--- src/common/rmc_pkg.sv ---
// Package: register map and field layout of the radio modem configuration bank
package rmc_pkg;
  localparam int ADDR_W = 10;
  localparam int DATA_W = 8;
  // Register offsets
  localparam logic [9:0] OFF_RATE_LOW = 10'h10c;
  localparam logic [9:0] OFF_DEV_RATE_HIGH = 10'h10d;
  localparam logic [9:0] OFF_DEV_LOW = 10'h10e;
  localparam logic [9:0] OFF_CORR_BW = 10'h10f;
  localparam logic [9:0] OFF_POSTDEMOD = 10'h110;
  localparam logic [9:0] OFF_RSVD = 10'h111;
  localparam logic [9:0] OFF_PLL_PHASE = 10'h112;
  localparam logic [9:0] OFF_LOOP_CTRL = 10'h113;
  // Field positions
  localparam int RATE_HI_LSB = 0;
  localparam int DEV_HI_LSB = 4;
  localparam int PHASE_LSB = 0;
  localparam int PLL_LSB = 2;
  localparam int LOOP_SEL_LSB = 4;
  // Reset values
  localparam logic [7:0] RST_BYTE = 8'h00;
  localparam logic [7:0] RST_POSTDEMOD = 8'h01;
  localparam logic [7:0] UNMAPPED_READ = 8'h00;
  // Scale factors
  localparam int RATE_STEP_BPS = 100;
  localparam int POSTDEMOD_STEP_KHZ = 2;
  // Loop table modes
  localparam logic [1:0] LOOP_SEL_PREDEF = 2'h0;
  localparam logic [1:0] LOOP_SEL_CUSTOM_A = 2'h1;
  localparam logic [1:0] LOOP_SEL_CUSTOM_B = 2'h3;
  typedef enum logic [1:0] {
    RMC_IDLE = 2'b01,
    RMC_ACTIVE = 2'b10
  } rmc_radio_type;
endpackage

--- src/design/rmc_config_regs.sv ---
// Design: byte-wide configuration register bank of the FSK radio modem
//
// The strobed register port is this design's own decision.
`timescale 1ns/1ns
module rmc_config_regs (
  input wire logic i_core_clk, // 25 MHz clock
  input wire logic i_rst_n, // Sync reset, active low
  input wire logic i_ce, // Clock enable
  input wire logic [rmc_pkg::ADDR_W-1:0] i_addr, // Register address
  input wire logic [rmc_pkg::DATA_W-1:0] i_wdata, // Write data
  input wire logic i_wr, // Write strobe
  input wire logic i_rd, // Read strobe
  input wire logic i_tx_req, // Request transmit state
  input wire logic i_rx_req, // Request receive state
  input wire logic i_idle_req, // Return to idle
  output logic [rmc_pkg::DATA_W-1:0] o_rdata, // Read data
  output logic [11:0] o_rate_code, // Bit-rate code
  output logic [18:0] o_rate_bps, // Bit rate in bps
  output logic [11:0] o_tone_offset_code, // Deviation code
  output logic [7:0] o_correlator_bw_code, // Correlator bandwidth
  output logic [1:0] o_correlator_phase_code, // Correlator phase
  output logic [8:0] o_postdemod_bw_khz, // Post-demod bandwidth kHz
  output logic o_postdemod_code_bad, // Filter code zero
  output logic [5:0] o_rx_pll_bw, // Applied PLL setting
  output logic [1:0] o_loop_table_select, // Loop table mode
  output logic o_load_tables, // Predefined table load pulse
  output logic o_transmit_state, // In transmit state
  output logic o_receive_state // In receive state
);
  import rmc_pkg::*;

  ////////////////////////////////////////////////////////////////////////////////
  // Storage
  logic [7:0] rate_low;
  logic [7:0] deviation_rate_high;
  logic [7:0] deviation_low;
  logic [7:0] correlator_bandwidth;
  logic [7:0] postdemod_filter_bw;
  logic [7:0] reserved_zero_byte;
  logic [7:0] rx_pll_and_corr_phase;
  logic [7:0] loop_ctrl;
  logic [1:0] loop_table_select;
  logic [5:0] rx_pll_bw_setting;
  logic [11:0] rate_code;
  logic [7:0] next_rdata;
  rmc_radio_type radio_state;
  rmc_radio_type next_radio_state;
  logic entering;

  always_ff @(posedge i_core_clk) begin
    if (!i_rst_n) begin
      rate_low <= RST_BYTE;
      deviation_rate_high <= RST_BYTE;
      deviation_low <= RST_BYTE;
      correlator_bandwidth <= RST_BYTE;
      postdemod_filter_bw <= RST_POSTDEMOD;
      reserved_zero_byte <= RST_BYTE;
      rx_pll_and_corr_phase <= RST_BYTE;
      loop_ctrl <= RST_BYTE;
    end else if (i_ce && i_wr) begin
      case (i_addr)
        OFF_RATE_LOW: rate_low <= i_wdata;
        OFF_DEV_RATE_HIGH: deviation_rate_high <= i_wdata;
        OFF_DEV_LOW: deviation_low <= i_wdata;
        OFF_CORR_BW: correlator_bandwidth <= i_wdata;
        OFF_POSTDEMOD: postdemod_filter_bw <= i_wdata;
        // Reserved byte is plain storage, software keeps it zero
        OFF_RSVD: reserved_zero_byte <= i_wdata;
        OFF_PLL_PHASE: rx_pll_and_corr_phase <= i_wdata;
        OFF_LOOP_CTRL: loop_ctrl <= i_wdata;
        default: ;
      endcase
    end
  end

  ////////////////////////////////////////////////////////////////////////////////
  // Register read
  always_comb begin
    case (i_addr)
      OFF_RATE_LOW: next_rdata = rate_low;
      OFF_DEV_RATE_HIGH: next_rdata = deviation_rate_high;
      OFF_DEV_LOW: next_rdata = deviation_low;
      OFF_CORR_BW: next_rdata = correlator_bandwidth;
      OFF_POSTDEMOD: next_rdata = postdemod_filter_bw;
      OFF_RSVD: next_rdata = reserved_zero_byte;
      OFF_PLL_PHASE: next_rdata = rx_pll_and_corr_phase;
      OFF_LOOP_CTRL: next_rdata = loop_ctrl;
      default: next_rdata = UNMAPPED_READ;
    endcase
  end

  always_ff @(posedge i_core_clk) begin
    if (!i_rst_n) begin
      o_rdata <= RST_BYTE;
    end else if (i_ce && i_rd) begin
      o_rdata <= next_rdata;
    end
  end

  ////////////////////////////////////////////////////////////////////////////////
  // Field decode
  assign loop_table_select = loop_ctrl[LOOP_SEL_LSB +: 2];
  assign rx_pll_bw_setting = rx_pll_and_corr_phase[PLL_LSB +: 6];
  assign rate_code = {deviation_rate_high[RATE_HI_LSB +: 4], rate_low};

  always_ff @(posedge i_core_clk) begin
    if (!i_rst_n) begin
      o_rate_code <= 12'h000;
      o_rate_bps <= 19'h00000;
      o_tone_offset_code <= 12'h000;
      o_correlator_bw_code <= RST_BYTE;
      o_correlator_phase_code <= 2'h0;
      o_postdemod_bw_khz <= 9'(RST_POSTDEMOD * POSTDEMOD_STEP_KHZ);
      o_postdemod_code_bad <= 1'b0;
      o_rx_pll_bw <= 6'h00;
      o_loop_table_select <= LOOP_SEL_PREDEF;
    end else if (i_ce) begin
      o_rate_code <= rate_code;
      o_rate_bps <= 19'(rate_code * RATE_STEP_BPS);
      o_tone_offset_code <= {deviation_rate_high[DEV_HI_LSB +: 4], deviation_low};
      o_correlator_bw_code <= correlator_bandwidth;
      o_correlator_phase_code <= rx_pll_and_corr_phase[PHASE_LSB +: 2];
      o_postdemod_bw_khz <= 9'(postdemod_filter_bw * POSTDEMOD_STEP_KHZ);
      o_postdemod_code_bad <= (postdemod_filter_bw == 8'h00);
      // Modes 0 and 2 force the applied setting to zero
      if (loop_table_select == LOOP_SEL_CUSTOM_A || loop_table_select == LOOP_SEL_CUSTOM_B) begin
        o_rx_pll_bw <= rx_pll_bw_setting;
      end else begin
        o_rx_pll_bw <= 6'h00;
      end
      o_loop_table_select <= loop_table_select;
    end
  end

  ////////////////////////////////////////////////////////////////////////////////
  // Radio state and table load
  always_comb begin
    case (radio_state)
      RMC_IDLE: next_radio_state = entering ? RMC_ACTIVE : RMC_IDLE;
      RMC_ACTIVE: next_radio_state = i_idle_req ? RMC_IDLE : RMC_ACTIVE;
      default: next_radio_state = RMC_IDLE;
    endcase
  end

  assign entering = (i_tx_req || i_rx_req) && !i_idle_req;

  always_ff @(posedge i_core_clk) begin
    if (!i_rst_n) begin
      radio_state <= RMC_IDLE;
      o_transmit_state <= 1'b0;
      o_receive_state <= 1'b0;
      o_load_tables <= 1'b0;
    end else if (i_ce) begin
      radio_state <= next_radio_state;
      if (i_idle_req) begin
        o_transmit_state <= 1'b0;
        o_receive_state <= 1'b0;
      end else if (i_tx_req) begin
        o_transmit_state <= 1'b1;
        o_receive_state <= 1'b0;
      end else if (i_rx_req) begin
        o_transmit_state <= 1'b0;
        o_receive_state <= 1'b1;
      end
      // Pulse on each entry into transmit or receive while the loop table mode is predefined (0)
      o_load_tables <= entering && (loop_table_select == LOOP_SEL_PREDEF)
        && !(i_tx_req && o_transmit_state) && !(!i_tx_req && o_receive_state);
    end
  end

  ////////////////////////////////////////////////////////////////////////////////
  // Assertions
  property p_readback;
    @(posedge i_core_clk) disable iff (!i_rst_n)
      (i_ce && i_wr) ##1 (i_ce && i_rd && !i_wr && i_addr == $past(i_addr)
        && i_addr >= OFF_RATE_LOW && i_addr <= OFF_LOOP_CTRL)
      |=> o_rdata == $past(i_wdata, 2);
  endproperty
  a_readback: assert property (p_readback) else $error("readback mismatch");

  property p_rate_bps;
    @(posedge i_core_clk) disable iff (!i_rst_n)
      i_ce |=> o_rate_bps == 19'($past(rate_code) * RATE_STEP_BPS);
  endproperty
  a_rate_bps: assert property (p_rate_bps) else $error("rate bps wrong");

  property p_rate_code;
    @(posedge i_core_clk) disable iff (!i_rst_n)
      (i_ce && i_wr && i_addr == OFF_DEV_RATE_HIGH) ##1 i_ce
      |=> o_rate_code[11:8] == $past(i_wdata[3:0], 2);
  endproperty
  a_rate_code: assert property (p_rate_code) else $error("rate high nibble wrong");

  property p_dev_high;
    @(posedge i_core_clk) disable iff (!i_rst_n)
      (i_ce && i_wr && i_addr == OFF_DEV_RATE_HIGH) ##1 i_ce
      |=> o_tone_offset_code[11:8] == $past(i_wdata[7:4], 2);
  endproperty
  a_dev_high: assert property (p_dev_high) else $error("deviation high wrong");

  property p_dev_low;
    @(posedge i_core_clk) disable iff (!i_rst_n)
      (i_ce && i_wr && i_addr == OFF_DEV_LOW) ##1 i_ce
      |=> o_tone_offset_code[7:0] == $past(i_wdata, 2);
  endproperty
  a_dev_low: assert property (p_dev_low) else $error("deviation low wrong");

  property p_postdemod;
    @(posedge i_core_clk) disable iff (!i_rst_n)
      i_ce |=> o_postdemod_bw_khz == {$past(postdemod_filter_bw), 1'b0};
  endproperty
  a_postdemod: assert property (p_postdemod) else $error("filter bandwidth wrong");

  property p_corr;
    @(posedge i_core_clk) disable iff (!i_rst_n)
      i_ce |=> o_correlator_bw_code == $past(correlator_bandwidth)
        && o_correlator_phase_code == $past(rx_pll_and_corr_phase[1:0]);
  endproperty
  a_corr: assert property (p_corr) else $error("correlator fields wrong");

  property p_pll;
    @(posedge i_core_clk) disable iff (!i_rst_n)
      (i_ce && !loop_table_select[0]) |=> o_rx_pll_bw == 6'h00;
  endproperty
  a_pll: assert property (p_pll) else $error("pll setting applied in mode 0 or 2");

  property p_load;
    @(posedge i_core_clk) disable iff (!i_rst_n)
      ($past(i_ce) && o_load_tables)
      |-> $past(loop_table_select) == LOOP_SEL_PREDEF && $past(entering);
  endproperty
  a_load: assert property (p_load) else $error("table load without cause");

  // Clock enable and bus side
  property p_freeze;
    @(posedge i_core_clk) disable iff (!i_rst_n)
      !i_ce |=> $stable(o_rdata) && $stable(o_rate_code) && $stable(o_tone_offset_code)
        && $stable(o_rx_pll_bw) && $stable(o_load_tables)
        && $stable(o_transmit_state) && $stable(o_receive_state);
  endproperty
  a_freeze: assert property (p_freeze) else $error("state moved while clock enable low");

  property p_rdata_hold;
    @(posedge i_core_clk) disable iff (!i_rst_n)
      (i_ce && !i_rd) |=> $stable(o_rdata);
  endproperty
  a_rdata_hold: assert property (p_rdata_hold) else $error("read data moved");

  property p_unmapped;
    @(posedge i_core_clk) disable iff (!i_rst_n)
      (i_ce && i_rd && (i_addr < OFF_RATE_LOW || i_addr > OFF_LOOP_CTRL))
      |=> o_rdata == UNMAPPED_READ;
  endproperty
  a_unmapped: assert property (p_unmapped) else $error("unmapped read not zero");

  property p_code_bad;
    @(posedge i_core_clk) disable iff (!i_rst_n)
      i_ce |=> o_postdemod_code_bad == ($past(postdemod_filter_bw) == 8'h00);
  endproperty
  a_code_bad: assert property (p_code_bad) else $error("filter code flag wrong");

  // Radio state
  property p_tx_entry;
    @(posedge i_core_clk) disable iff (!i_rst_n)
      (i_ce && i_tx_req && !i_idle_req) |=> o_transmit_state && !o_receive_state;
  endproperty
  a_tx_entry: assert property (p_tx_entry) else $error("transmit state not entered");

  property p_load_due;
    @(posedge i_core_clk) disable iff (!i_rst_n)
      (i_ce && entering && loop_table_select == LOOP_SEL_PREDEF
        && (i_tx_req ? !o_transmit_state : !o_receive_state)) |=> o_load_tables;
  endproperty
  a_load_due: assert property (p_load_due) else $error("table load missing on entry");

  property p_state_excl;
    @(posedge i_core_clk) disable iff (!i_rst_n)
      !(o_transmit_state && o_receive_state);
  endproperty
  a_state_excl: assert property (p_state_excl) else $error("transmit and receive both set");

  property p_state_track;
    @(posedge i_core_clk) disable iff (!i_rst_n)
      (radio_state == RMC_ACTIVE) == (o_transmit_state || o_receive_state);
  endproperty
  a_state_track: assert property (p_state_track) else $error("radio state out of step");

  c_tx_load: cover property (@(posedge i_core_clk) o_load_tables && o_transmit_state);
  c_rx_load: cover property (@(posedge i_core_clk) o_load_tables && o_receive_state);
  c_pll: cover property (@(posedge i_core_clk) o_rx_pll_bw != 6'h00);
  c_read: cover property (@(posedge i_core_clk) i_wr ##1 i_rd);
  c_custom_b: cover property (@(posedge i_core_clk) o_loop_table_select == LOOP_SEL_CUSTOM_B);
endmodule

--- config.mk ---
export PLATFORM = sky130hd
export DESIGN_NAME = rmc_config_regs
export DESIGN_NICKNAME = d
export VERILOG_FILES = /design/src/common/rmc_pkg.sv /design/src/design/rmc_config_regs.sv
export SDC_FILE = /design/constraint.sdc
export NUM_CORES = 1
export LEC_CHECK = 0
export BUFFER_PORTS_ARGS = -buffer_cell sky130_fd_sc_hd__buf_2
export CAP_MARGIN = 25
export CORE_MARGIN = 10
export CORE_UTILIZATION = 40
export CTS_BUF_LIST = sky130_fd_sc_hd__clkbuf_2
export CTS_CLUSTER_SIZE = 16
export DETAILED_ROUTE_END_ITERATION = 12
export PLACE_DENSITY = 0.67
export SLEW_MARGIN = 20
export SYNTH_ARGS = -nofsm -noshare
export SYNTH_HDL_FRONTEND = slang
export SYNTH_SLANG_ARGS = --single-unit
--- constraint.sdc ---
create_clock -name i_core_clk -period 9 [get_ports i_core_clk]
set_clock_uncertainty 0.2 [all_clocks]
set_input_delay 0.45 -clock i_core_clk [delete_from_list [all_inputs] [get_ports i_core_clk]]
set_output_delay 0.45 -clock i_core_clk [all_outputs]
set_load 0.1 [all_outputs]
==> flow_summary_export.csv, run 1 <==
group,metric,value,unit
synth,synth_simple_gate_area_frac,0.189,
cells_and_area,fin_cells,1024,
worst_setup_path,worstPathMaxFanout,6,
grt,first_global_vias,5003,
worst_setup_path,crit_start,"rate_low[5]",
clocking,clk_latency,700,ps
synth,yosysWarnings,0,
synth,netlist-cell-type-count,52,
clocking,htreeDepth,4,
die,core-area,17200,um2
placement,dp_hpwl,12500,um
worst_hold_path,hold_class,"primary input to flip-flop",
worst_setup_path,worst-endpoint-arrival,3810,ps
cells_and_area,drive_gt1_frac,0.189,
grt,track_usage,0.146,
power,power.internal,0.865,mW
grt,grt_max_degree,100,
power,ir_drop,0.0790,mV
synth,syn_inst,695,
die,dieArea,23200,um2
clocking,cts-root-buf,"clkbuf_2",
sta,finalHoldViolations,0,
clocking,clkSlewWorstSetupHoldPaths,200,ps
synth,synthMuxAreaShare,0.201,
clocking,cts_sinks,140,
synth,synthesis.area,7010,um2
routing,finalWirelength,17200,um
sta,max_slew_margin,0.436,
clocking,cts_resized,0,
sta,fin_crit,3380,ps
worst_setup_path,start_kind,"flip-flop",
sta,fmax,296,MHz
die,rows,48,
routing,via_per_inst,5.05,
synth,synth_xor_area_frac,0.0112,
status,status,"complete, no violations",
worst_setup_path,reg2reg_depth,12,
synth,synth_top_family_by_area,"multiplexers",
clocking,numCtsBuffers,17,
grt,antenna_found_initial,2,
placement,dp.cells,976,
synth,synth_compound_area_frac,0.0653,
worst_setup_path,cp-end-kind,"flip-flop",
sta,fin_tns_setup,0,ps
clocking,cts_tree,"done",
power,comb_power_share,0.066,
clocking,cts_buffer_depth,2,
power,seqPwrFrac,0.541,
power,p_per_area,143,nW/um2
routing,antenna_left,0,
die,die_y,152,um
synth,ys_seq_elements,140,
worst_setup_path,cp.required,9430,ps
sta,worstMarginPinSlew,846,ps
power,p_sw,0.285,mW
routing,drc,0,
routing,first_iter_violations,207,
worst_setup_path,worstSetupEndpoint,"o_rate_bps[16]",
die,die_x,152,um
routing,wl_per_cell,16.8,um
routing,drtPass1Iterations,4,
flow_run,maxCapViolCount,0,
worst_setup_path,r2r_start,"rate_low[5]",
synth,synthFlopType,"dfxtp_1",
power,leakagePower,3.68,nW
placement,gp_congestion,0.887,
grt,overflow,0,
power,pwr-share-clk,0.393,
sta,period_share,0.376,
grt,grt_pass1_wl,27800,um
sta,drv_slew,0,
worst_setup_path,crit_type,"flip-flop to flip-flop",
worst_setup_path,rrSetupSlack,5620,ps
clocking,cts_setup_buffers,0,
sta,rsz0062_at_grt,"false",
sta,setup_viol,0,
cells_and_area,num-nets-final,858,
placement,port_buffers,104,
cells_and_area,area_growth,15.0,%
synth,synthAdderAreaFrac,0.0914,
power,switching_share,0.248,
synth,synth_edf_count,0,
clocking,cts_hold_buf,15,
worst_setup_path,reg2reg_to,"o_rate_bps[16]",
synth,synthArstFlopShare,0,
die,initial_utilization,0.407,
routing,vias,5169,
die,io_pins,108,
synth,ys_seq_area_frac,0.400,
synth,synth_area_per_cell,10.1,um2
==> critical path, cell delays in order, from the launching register on <==
cell	delay, ps
dfxtp_1	490
ha_1	280
ha_1	280
inv_1	50
fa_1	500
inv_1	40
ha_1	350
a21oi_1	220
o21ai_0	120
a21oi_1	360
o221ai_1	180
xnor2_1	150
o21ai_0	120
==> cell usage in the layout, fill, tap and decap left out, types with 5 or more instances in the layout <==
master and n:
o22ai_1 12, ha_1 40, dlygate4sd3_1 15, fa_1 7, nand2b_1 9, nand4_1 6, nor2b_1 116, xnor2_1 5
o21ai_0 18, a22oi_1 8, inv_1 16, nand3_1 12, dfxtp_1 140, nor2_1 15, mux2i_1 136, nand2_1 30
nand3b_1 5, a21oi_1 11, a21boi_0 8, bufinv_16 5, clkbuf_2 19, buf_2 103
==> per-stage QoR <==
step | total power, mW | hold WS [ps] | setup slack, ps | util | instance area (um2)
after CTS | 1.17 | 25.5 | 5590 | 0.467 | 8060
after floorplan | 0.690 | 277 | 5940 | - | 7020
after global routing | 1.19 | 91.4 | 5300 | 0.468 | 8060
after global placement | 0.706 | 234 | 5690 | 0.441 | 7600
final | 1.15 | 101 | 5620 | 0.468 | 8060
after detailed placement | 0.706 | 242 | 5640 | 0.441 | 7600
==> flip-flops by register name (all words and copies together) (netlist names), 6 cells and up <==
register,flops
loop_ctrl,8
deviation_rate_high,8
correlator_bandwidth,8
deviation_low,8
o_rx_pll_bw,6
o_tone_offset_code,12
o_rate_code,12
rx_pll_and_corr_phase,8
o_rdata,8
o_postdemod_bw_khz,8
o_rate_bps,14
o_correlator_bw_code,8
postdemod_filter_bw,8
reserved_zero_byte,8
rate_low,8
==> cell usage after synthesis (3+ instances only) <==
library cell	instances	area, um2
nand3_1	12	60.1
o21ai_0	18	90.1
o22ai_1	12	75.1
clkbuf_1	36	135
fa_1	7	140
nand2_1	30	113
nor2_1	15	56.3
ha_1	40	500
dfxtp_1	140	2800
a21boi_0	8	60.1
nor4_1	4	25.0
xor2_1	4	35.0
inv_1	16	60.1
a22oi_1	8	60.1
nor2b_1	116	726
nand3b_1	5	37.5
o211ai_1	3	22.5
buf_1	4	15.0
nand4_1	6	37.5
and2_1	3	18.8
buf_2	3	15.0
a21oi_1	11	55.1
nor3_4	4	65.1
nand2b_1	9	56.3
xnor2_1	5	43.8
or3_1	3	18.8
buf_4	8	60.1
mux2i_1	136	1360
==> worst min path at each step <==
stage            startpoint       endpoint  cells after the start
6_report           i_tx_req  o_load_tables                      5
4_1_cts            i_tx_req  o_load_tables                      5
2_1_floorplan  loop_ctrl[1]   loop_ctrl[1]                      2
3_3_place_gp     o_rdata[3]     o_rdata[3]                      2
5_1_grt                i_wr   loop_ctrl[4]                      5
3_5_place_dp     o_rdata[4]     o_rdata[4]                      2
==> power groups by stage <==
stage,registers [mW],logic [mW],clock network [mW]
6_report,0.623,0.0755,0.452
2_1_floorplan,0.641,0.0492,0
4_1_cts,0.623,0.0759,0.467
5_1_grt,0.623,0.0804,0.488
3_3_place_gp,0.635,0.0708,0
3_5_place_dp,0.635,0.0711,0
==> cell type report <==
cell class              count  area, um2
clock buffers              19       95.1
flip-flops and latches    140       2800
repair buffers            121        688
well taps                 225        282
inverters                  16       60.1
multi-input cells         489       3920
clock inverters            13        214
fillers                  1654       9180
diodes                      1       2.50
==> cell families after synthesis <==
| logic type | Yosys count |
|---|---|
| AO/OA/AOI/OAI | 72 |
| adder cells (fa/ha/maj) | 47 |
| other | 1 |
| XOR/XNOR | 9 |
| multiplexers | 138 |
| buffers and inverters | 68 |
| flip-flops | 140 |
| AND/OR/NAND/NOR | 220 |
==> layer usage <==
layer / track usage / vias up / part of all wire / wire length [um]
met5: 0 / - / 0.00076 / 13
met2: 0.214 / 130 / 0.43 / 7330
met4: 0.0541 / 2 / 0.020 / 350
met1: 0.197 / 2428 / 0.49 / 8420
met3: 0.0446 / 22 / 0.061 / 1050
li1: - / 2587 / - / -
Power figures use the tool's default switching activity.
==> run 2: changes to the inputs <==
- clock period: 9 -> 3.45 ns (I/O delays scaled with it)
==> run 2 against run 1 <==
Non-clock buffer count is 30 higher. Sequential power grew to 2.6 times the previous value. Die area stayed put. Power is 140% higher. Design area is 2.7% higher. Via count is 0.75% higher. Critical path depth is 2 lower. Sequential share of layout area is 0.90 points lower. Combinational power grew to 2.8 times the previous value. Register-to-register slack worse by 5400 ps. Count of clock-buffer cells in the layout stayed put. Largest power group unchanged.
==> flow_summary_export.csv, run 2 (synthesis gave the netlist of run 1 again) <==
group,metric,value,unit
status,status,"complete, no violations",
worst_setup_path,crit_type,"primary input to flip-flop",
clocking,cts-root-buf,"clkbuf_2",
cells_and_area,final_cell_mix,"dfxtp_1 (139), mux2i_1 (136), nor2b_1 (116)",
grt,grt_pass1_wl,29300,um
clocking,cts_sinks,140,
die,initial_utilization,0.407,
worst_hold_path,hold_class,"primary input to flip-flop",
clocking,cts_buffer_depth,2,
sta,max_slew_margin,0.454,
worst_setup_path,worst-endpoint-arrival,3780,ps
worst_setup_path,reg2reg_to,"o_rate_bps[18]",
grt,overflow,0,
die,core-area,17200,um2
grt,track_usage,0.155,
grt,grt_max_degree,50,
power,ir_drop,0.305,mV
worst_setup_path,cp.required,3890,ps
grt,first_global_vias,5229,
worst_setup_path,worstPathMaxFanout,8,
worst_setup_path,cp-end-kind,"flip-flop",
clocking,cts_tree,"done",
worst_setup_path,reg2reg_depth,10,
clocking,cts_setup_buffers,0,
grt,antenna_found_initial,1,
cells_and_area,area_growth,18.1,%
worst_hold_path,worstHoldStart,"i_wdata[7]",
sta,fin_tns_setup,0,ps
die,io_pins,108,
sta,drv_slew,0,
die,rows,48,
cells_and_area,final_common_cell,"dfxtp_1",
placement,gp_congestion,0.874,
sta,finalHoldViolations,0,
worst_setup_path,rrSetupSlack,230,ps
cells_and_area,num-nets-final,888,
worst_hold_path,hold_end,"deviation_rate_high[7]",
sta,fin_crit,3340,ps
routing,wl_per_cell,16.9,um
sta,fmax,299,MHz
flow_run,maxCapViolCount,0,
sta,worstMarginPinSlew,817,ps
die,dieArea,23200,um2
worst_setup_path,crit_start,"i_addr[6]",
worst_hold_path,hold_depth,4,
die,die_x,152,um
die,die_y,152,um
clocking,clkSlewWorstSetupHoldPaths,240,ps
power,leakagePower,3.78,nW
sta,rsz0062_at_grt,"false",
sta,period_share,0.968,
worst_setup_path,start_kind,"primary input",
power,p_per_area,340,nW/um2
routing,first_iter_violations,358,
cells_and_area,biggestRegsByFlops,"o_rate_bps x14, o_rate_code x12, o_tone_offset_code x12",
sta,setup_viol,0,
placement,dp_hpwl,12800,um
worst_setup_path,r2r_start,"rate_low[7]",
sta,worst_slack,110,ps
routing,antenna_left,0,
clocking,numCtsBuffers,17,
clocking,clk_latency,730,ps
cells_and_area,largest_reg_flops,14,
routing,via_per_inst,4.94,
placement,dp_slack,208,ps
cells_and_area,drive_gt1_frac,0.194,
cells_and_area,top_register,"o_rate_bps",
clocking,htreeDepth,4,
routing,drtPass1Iterations,4,
routing,finalWirelength,17900,um
routing,drc,0,
routing,vias,5208,
placement,port_buffers,104,
run 2: cell types whose count changed in the layout (fill, tap and decap cells not counted), sizes merged:
cell         delta
dlygate4sd3    +22
buf             +8
bufinv          -3
clkinv          +2
inv             +1
run 2: per-layer routing:
layer	track usage	wire [um]
met5	0	0
met2	0.232	7850
met3	0.0483	935
met1	0.208	8820
met4	0.0459	246
run 2: worst max path at each step:
stage,to,slack (ps),depth (start not counted)
6_report,reserved_zero_byte[6],110,10
5_1_grt,reserved_zero_byte[6],9,10
4_1_cts,reserved_zero_byte[6],150,10
3_5_place_dp,o_rate_bps[16],210,12
3_3_place_gp,o_rate_bps[16],230,12
2_1_floorplan,o_rate_bps[16],390,12
run 2: report_power, final:
group          internal [mW]  total (mW)  switching [mW]  leakage (nW)
registers               1.62        1.62         0.00147          1.13
clock network          0.343       0.974           0.631         0.143
logic                 0.0854       0.215           0.130          2.51
total                   2.05        2.81           0.762          3.78
run 2: critical path, cell delays in order:
cell and delay (ps):
dlygate4sd3_1 530, buf_2 110, or4b_4 490, dlygate4sd3_1 630, nor3_4 230, nand2_4 60
dlygate4sd3_1 730, nor3_4 510, mux2i_1 250, nor2b_1 60
run 2: area by class of cell:
| cell class | count | area, um2 |
|---|---|---|
| Fill cell | 1675 | 8960 |
| Multi-Input combinational cell | 489 | 3930 |
| Sequential cell | 140 | 2800 |
| Timing Repair Buffer | 151 | 968 |
| Tap cell | 225 | 282 |
| Clock inverter | 13 | 141 |
| Clock buffer | 19 | 95.1 |
| Inverter | 16 | 60.1 |
| Antenna cell | 1 | 2.50 |
run 2: what timing repair did:
action | CTS | global route
resized for setup | 0 | 3
hold endpoints to repair | 127 | 0
hold buffers | 37 | 0
setup endpoints to repair | 0 | 8
run 2: through the flow:
stage | std cells | total power, mW | utilization | hold slack [ps] | instance area [um2]
3_3_place_gp | 984 | 1.84 | 0.444 | 235 | 7660
2_1_floorplan | 697 | 1.80 | - | 132 | 7020
4_1_cts | 1053 | 2.85 | 0.480 | 104 | 8270
6_report | 1054 | 2.81 | 0.480 | 170 | 8280
3_5_place_dp | 984 | 1.84 | 0.444 | 242 | 7660
5_1_grt | 1054 | 2.94 | 0.480 | 97.4 | 8280
==> run 3: changes to the inputs <==
- ABC_AREA: default -> 1
- CTS_CLUSTER_SIZE: 16 -> 40
==> run 3 against run 2 <==
Count of clock-buffer cells in the layout fell by 2. Sequential cell count did not move. Sequential power rose by 3%. Register-to-register slack improved by 110 ps. Sequential share of layout area rose by 0.11 points. Non-clock buffer count rose by 5. Routed wire length rose by 11%. Area after synthesis fell by 1.7%. Clock power rose by 15%.
==> flow_summary_export.csv, run 3 <==
group,metric,value,unit
clocking,cts_tree,"done",
grt,overflow,0,
die,rows,47,
worst_setup_path,cp_top_family,"buffers and inverters",
clocking,htreeDepth,4,
clocking,cts_sinks,140,
sta,setup_viol,0,
cells_and_area,top_register,"o_rate_bps",
grt,antenna_found_initial,1,
worst_setup_path,cpMostUsedCell,"dlygate4sd3_1",
routing,first_iter_violations,422,
cells_and_area,num-fill-cells,1719,
placement,port_buffers,104,
cells_and_area,register_area,2800,um2
die,die_y,151,um
routing,via_per_inst,5.02,
worst_setup_path,cp_slowest_cell,"dlygate4sd3_1",
die,dieArea,22900,um2
synth,synth_edf_count,0,
cells_and_area,largest_reg_flops,14,
grt,grtUsageMet2,0.250,
clocking,clkSlewWorstSetupHoldPaths,210,ps
placement,dp_hpwl,13800,um
power,leakagePower,3.98,nW
grt,grtUsageMet3,0.0501,
routing,antenna_left,0,
placement,gp_congestion,0.898,
synth,synthArstFlopShare,0,
synth,synthesis.area,6890,um2
placement,dp.cells,1194,
power,p_per_area,403,nW/um2
sta,fin_crit,3360,ps
cells_and_area,drive_gt1_frac,0.158,
synth,synth_top_area_cell,"dfxtp_1",
die,die_x,151,um
flow_run,maxCapViolCount,0,
sta,worstMarginPinSlew,875,ps
cells_and_area,final_common_cell,"dfxtp_1",
synth,netlist-cell-type-count,34,
routing,vias,6397,
cells_and_area,area_growth,19.7,%
sta,max_slew_margin,0.416,
clocking,clk_latency,740,ps
status,status,"complete, no violations",
synth,yosysWarnings,0,
sta,period_share,0.973,
routing,wl_per_cell,15.5,um
grt,track_usage,0.175,
cells_and_area,num-nets-final,1115,
clocking,cts_buffer_depth,2,
die,core-area,16800,um2
synth,synth_top_area_frac,0.407,
worst_setup_path,crit_chain,"dlygate4sd3_1 -> buf_2 -> inv_2 -> nor2_4 -> dlygate4sd3_1 -> inv_2 -> nor2_8 -> dlygate4sd3_1 -> nand3_4 -> dlygate4sd3_1 -> a21oi_1",
cells_and_area,fin_cells,1275,
synth,synth_common_cells,"dfxtp_1 (140), nor2_1 (118), nand2_1 (116)",
clocking,numCtsBuffers,17,
sta,finalHoldViolations,0,
worst_setup_path,cp.required,3920,ps
worst_setup_path,critPathMaxStageDelay,830,ps
grt,grt_max_degree,75,
cells_and_area,multiInputGateArea,3510,um2
clocking,cts-root-buf,"clkbuf_2",
worst_setup_path,cp-end-kind,"flip-flop",
sta,rsz0062_at_grt,"false",
grt,met1_usage,0.246,
sta,fin_tns_setup,0,ps
grt,grt_pass1_wl,31900,um
synth,ys_seq_elements,140,
synth,synthFlopType,"dfxtp_1",
synth,synth_area_leaders,"dfxtp_1 (41%), o21ai_0 (8.2%), a21oi_1 (7.6%)",
grt,top_usage_layer,"met2",
power,ir_drop,0.210,mV
placement,dp_slack,346,ps
synth,yosysMostFrequentCell,"dfxtp_1",
clocking,cts_setup_buffers,0,
sta,worst_slack,91.6,ps
clocking,cts_resized,0,
worst_setup_path,start_kind,"primary input",
routing,finalWirelength,19800,um
die,initial_utilization,0.411,
grt,first_global_vias,6034,
worst_setup_path,worstPathMaxFanout,10,
worst_hold_path,hold_class,"primary input to flip-flop",
die,io_pins,108,
worst_setup_path,crit_type,"primary input to flip-flop",
routing,drtPass1Iterations,5,
cells_and_area,final_cell_mix,"dfxtp_1 (140), nor2_1 (118), nand2_1 (116)",
synth,syn_inst,913,
routing,drc,0,
sta,drv_slew,0,
synth,synth_area_per_cell,7.55,um2
sta,fmax,298,MHz
cells_and_area,biggestRegsByFlops,"o_rate_bps x14, o_rate_code x12, o_tone_offset_code x12",
synth,ys_seq_area_frac,0.407,
worst_setup_path,worst-endpoint-arrival,3830,ps
worst_setup_path,path_buf_inv,7,
[run 3: cell types whose count changed after synthesis, moves of 9 or more]
cell / change
o21ai_0: +95
nor2_1: +103
inv_1: +63
nand2_1: +86
nand4_1: +20
mux2i_1: -135
a21oi_1: +93
nor2b_1: -116
nand3_1: +52
nand2b_1: -9
o22ai_1: -12
[run 3: cells by family after synthesis]
| family | after synthesis | share of synthesized area |
|---|---|---|
| muxes | 1 | 0.00145 |
| adders and majority gates | 47 | 0.0930 |
| AOI/OAI and AO/OA | 230 | 0.169 |
| DFF | 140 | 0.407 |
| and+or+nand+nor | 349 | 0.235 |
| xor gates and xnor gates | 8 | 0.0102 |
| buffers and inverters | 137 | 0.0843 |
| other | 1 | 0.000544 |
[run 3: path summary, 6_finish.rpt]
check / startpoint / to / slack (ps) / cells after the start
worst max register to register: rate_low[4] / o_rate_bps[16] / 340 / 16
worst max-delay path: i_addr[1] / deviation_low[7] / 90 / 11
worst min register to register: o_loop_table_select[1] / o_loop_table_select[1] / 270 / 2
worst min-delay path: i_ce / o_loop_table_select[1] / 140 / 4
[run 3: area by class of cell]
class                           instances  share of cell area
Antenna cell                            1            0.000303
Inverter                               89              0.0405
Clock inverter                         14              0.0234
Tap cell                              220              0.0334
Multi-Input combinational cell        638               0.426
Timing Repair Buffer                  156               0.126
Sequential cell                       140               0.340
Clock buffer                           17              0.0103
[run 3: tightest hold or removal path, delay by kind of cell]
family / cells / cell delay [ps]
AO/OA/AOI/OAI: 1 / 50
buffers and inverters: 2 / 740
AND/OR/NAND/NOR: 1 / 80
[run 3: power by group]
part	internal (mW)	switching [mW]
Combinational	0.103	0.431
Clock	0.478	0.645
Sequential	1.65	0.0158
Total	2.24	1.09
[run 3: repair_timing]
item | in CTS | in global routing
hold buffers | 48 | 0
hold endpoints to repair | 139 | 0
setup endpoints to repair | 0 | 0
[run 3: per-layer routing]
metal  wire (um)  share of wire  vias up
met1        9540           0.48     2868
met3        1640          0.083       20
met4         312          0.016        0
li1            -              -     3303
met2        8320           0.42      206
met5           0              0        -
[run 3: per-stage QoR]
step | utilization | total power [mW] | hold slack [ps] | area (um2)
after floorplan | - | 2.10 | 136 | 6900
after global placement | 0.446 | 2.20 | 240 | 7470
after detailed placement | 0.446 | 2.20 | 253 | 7470
after CTS | 0.491 | 3.35 | 76.8 | 8230
after global routing | 0.492 | 3.46 | 70.0 | 8250
final | 0.492 | 3.33 | 136 | 8250
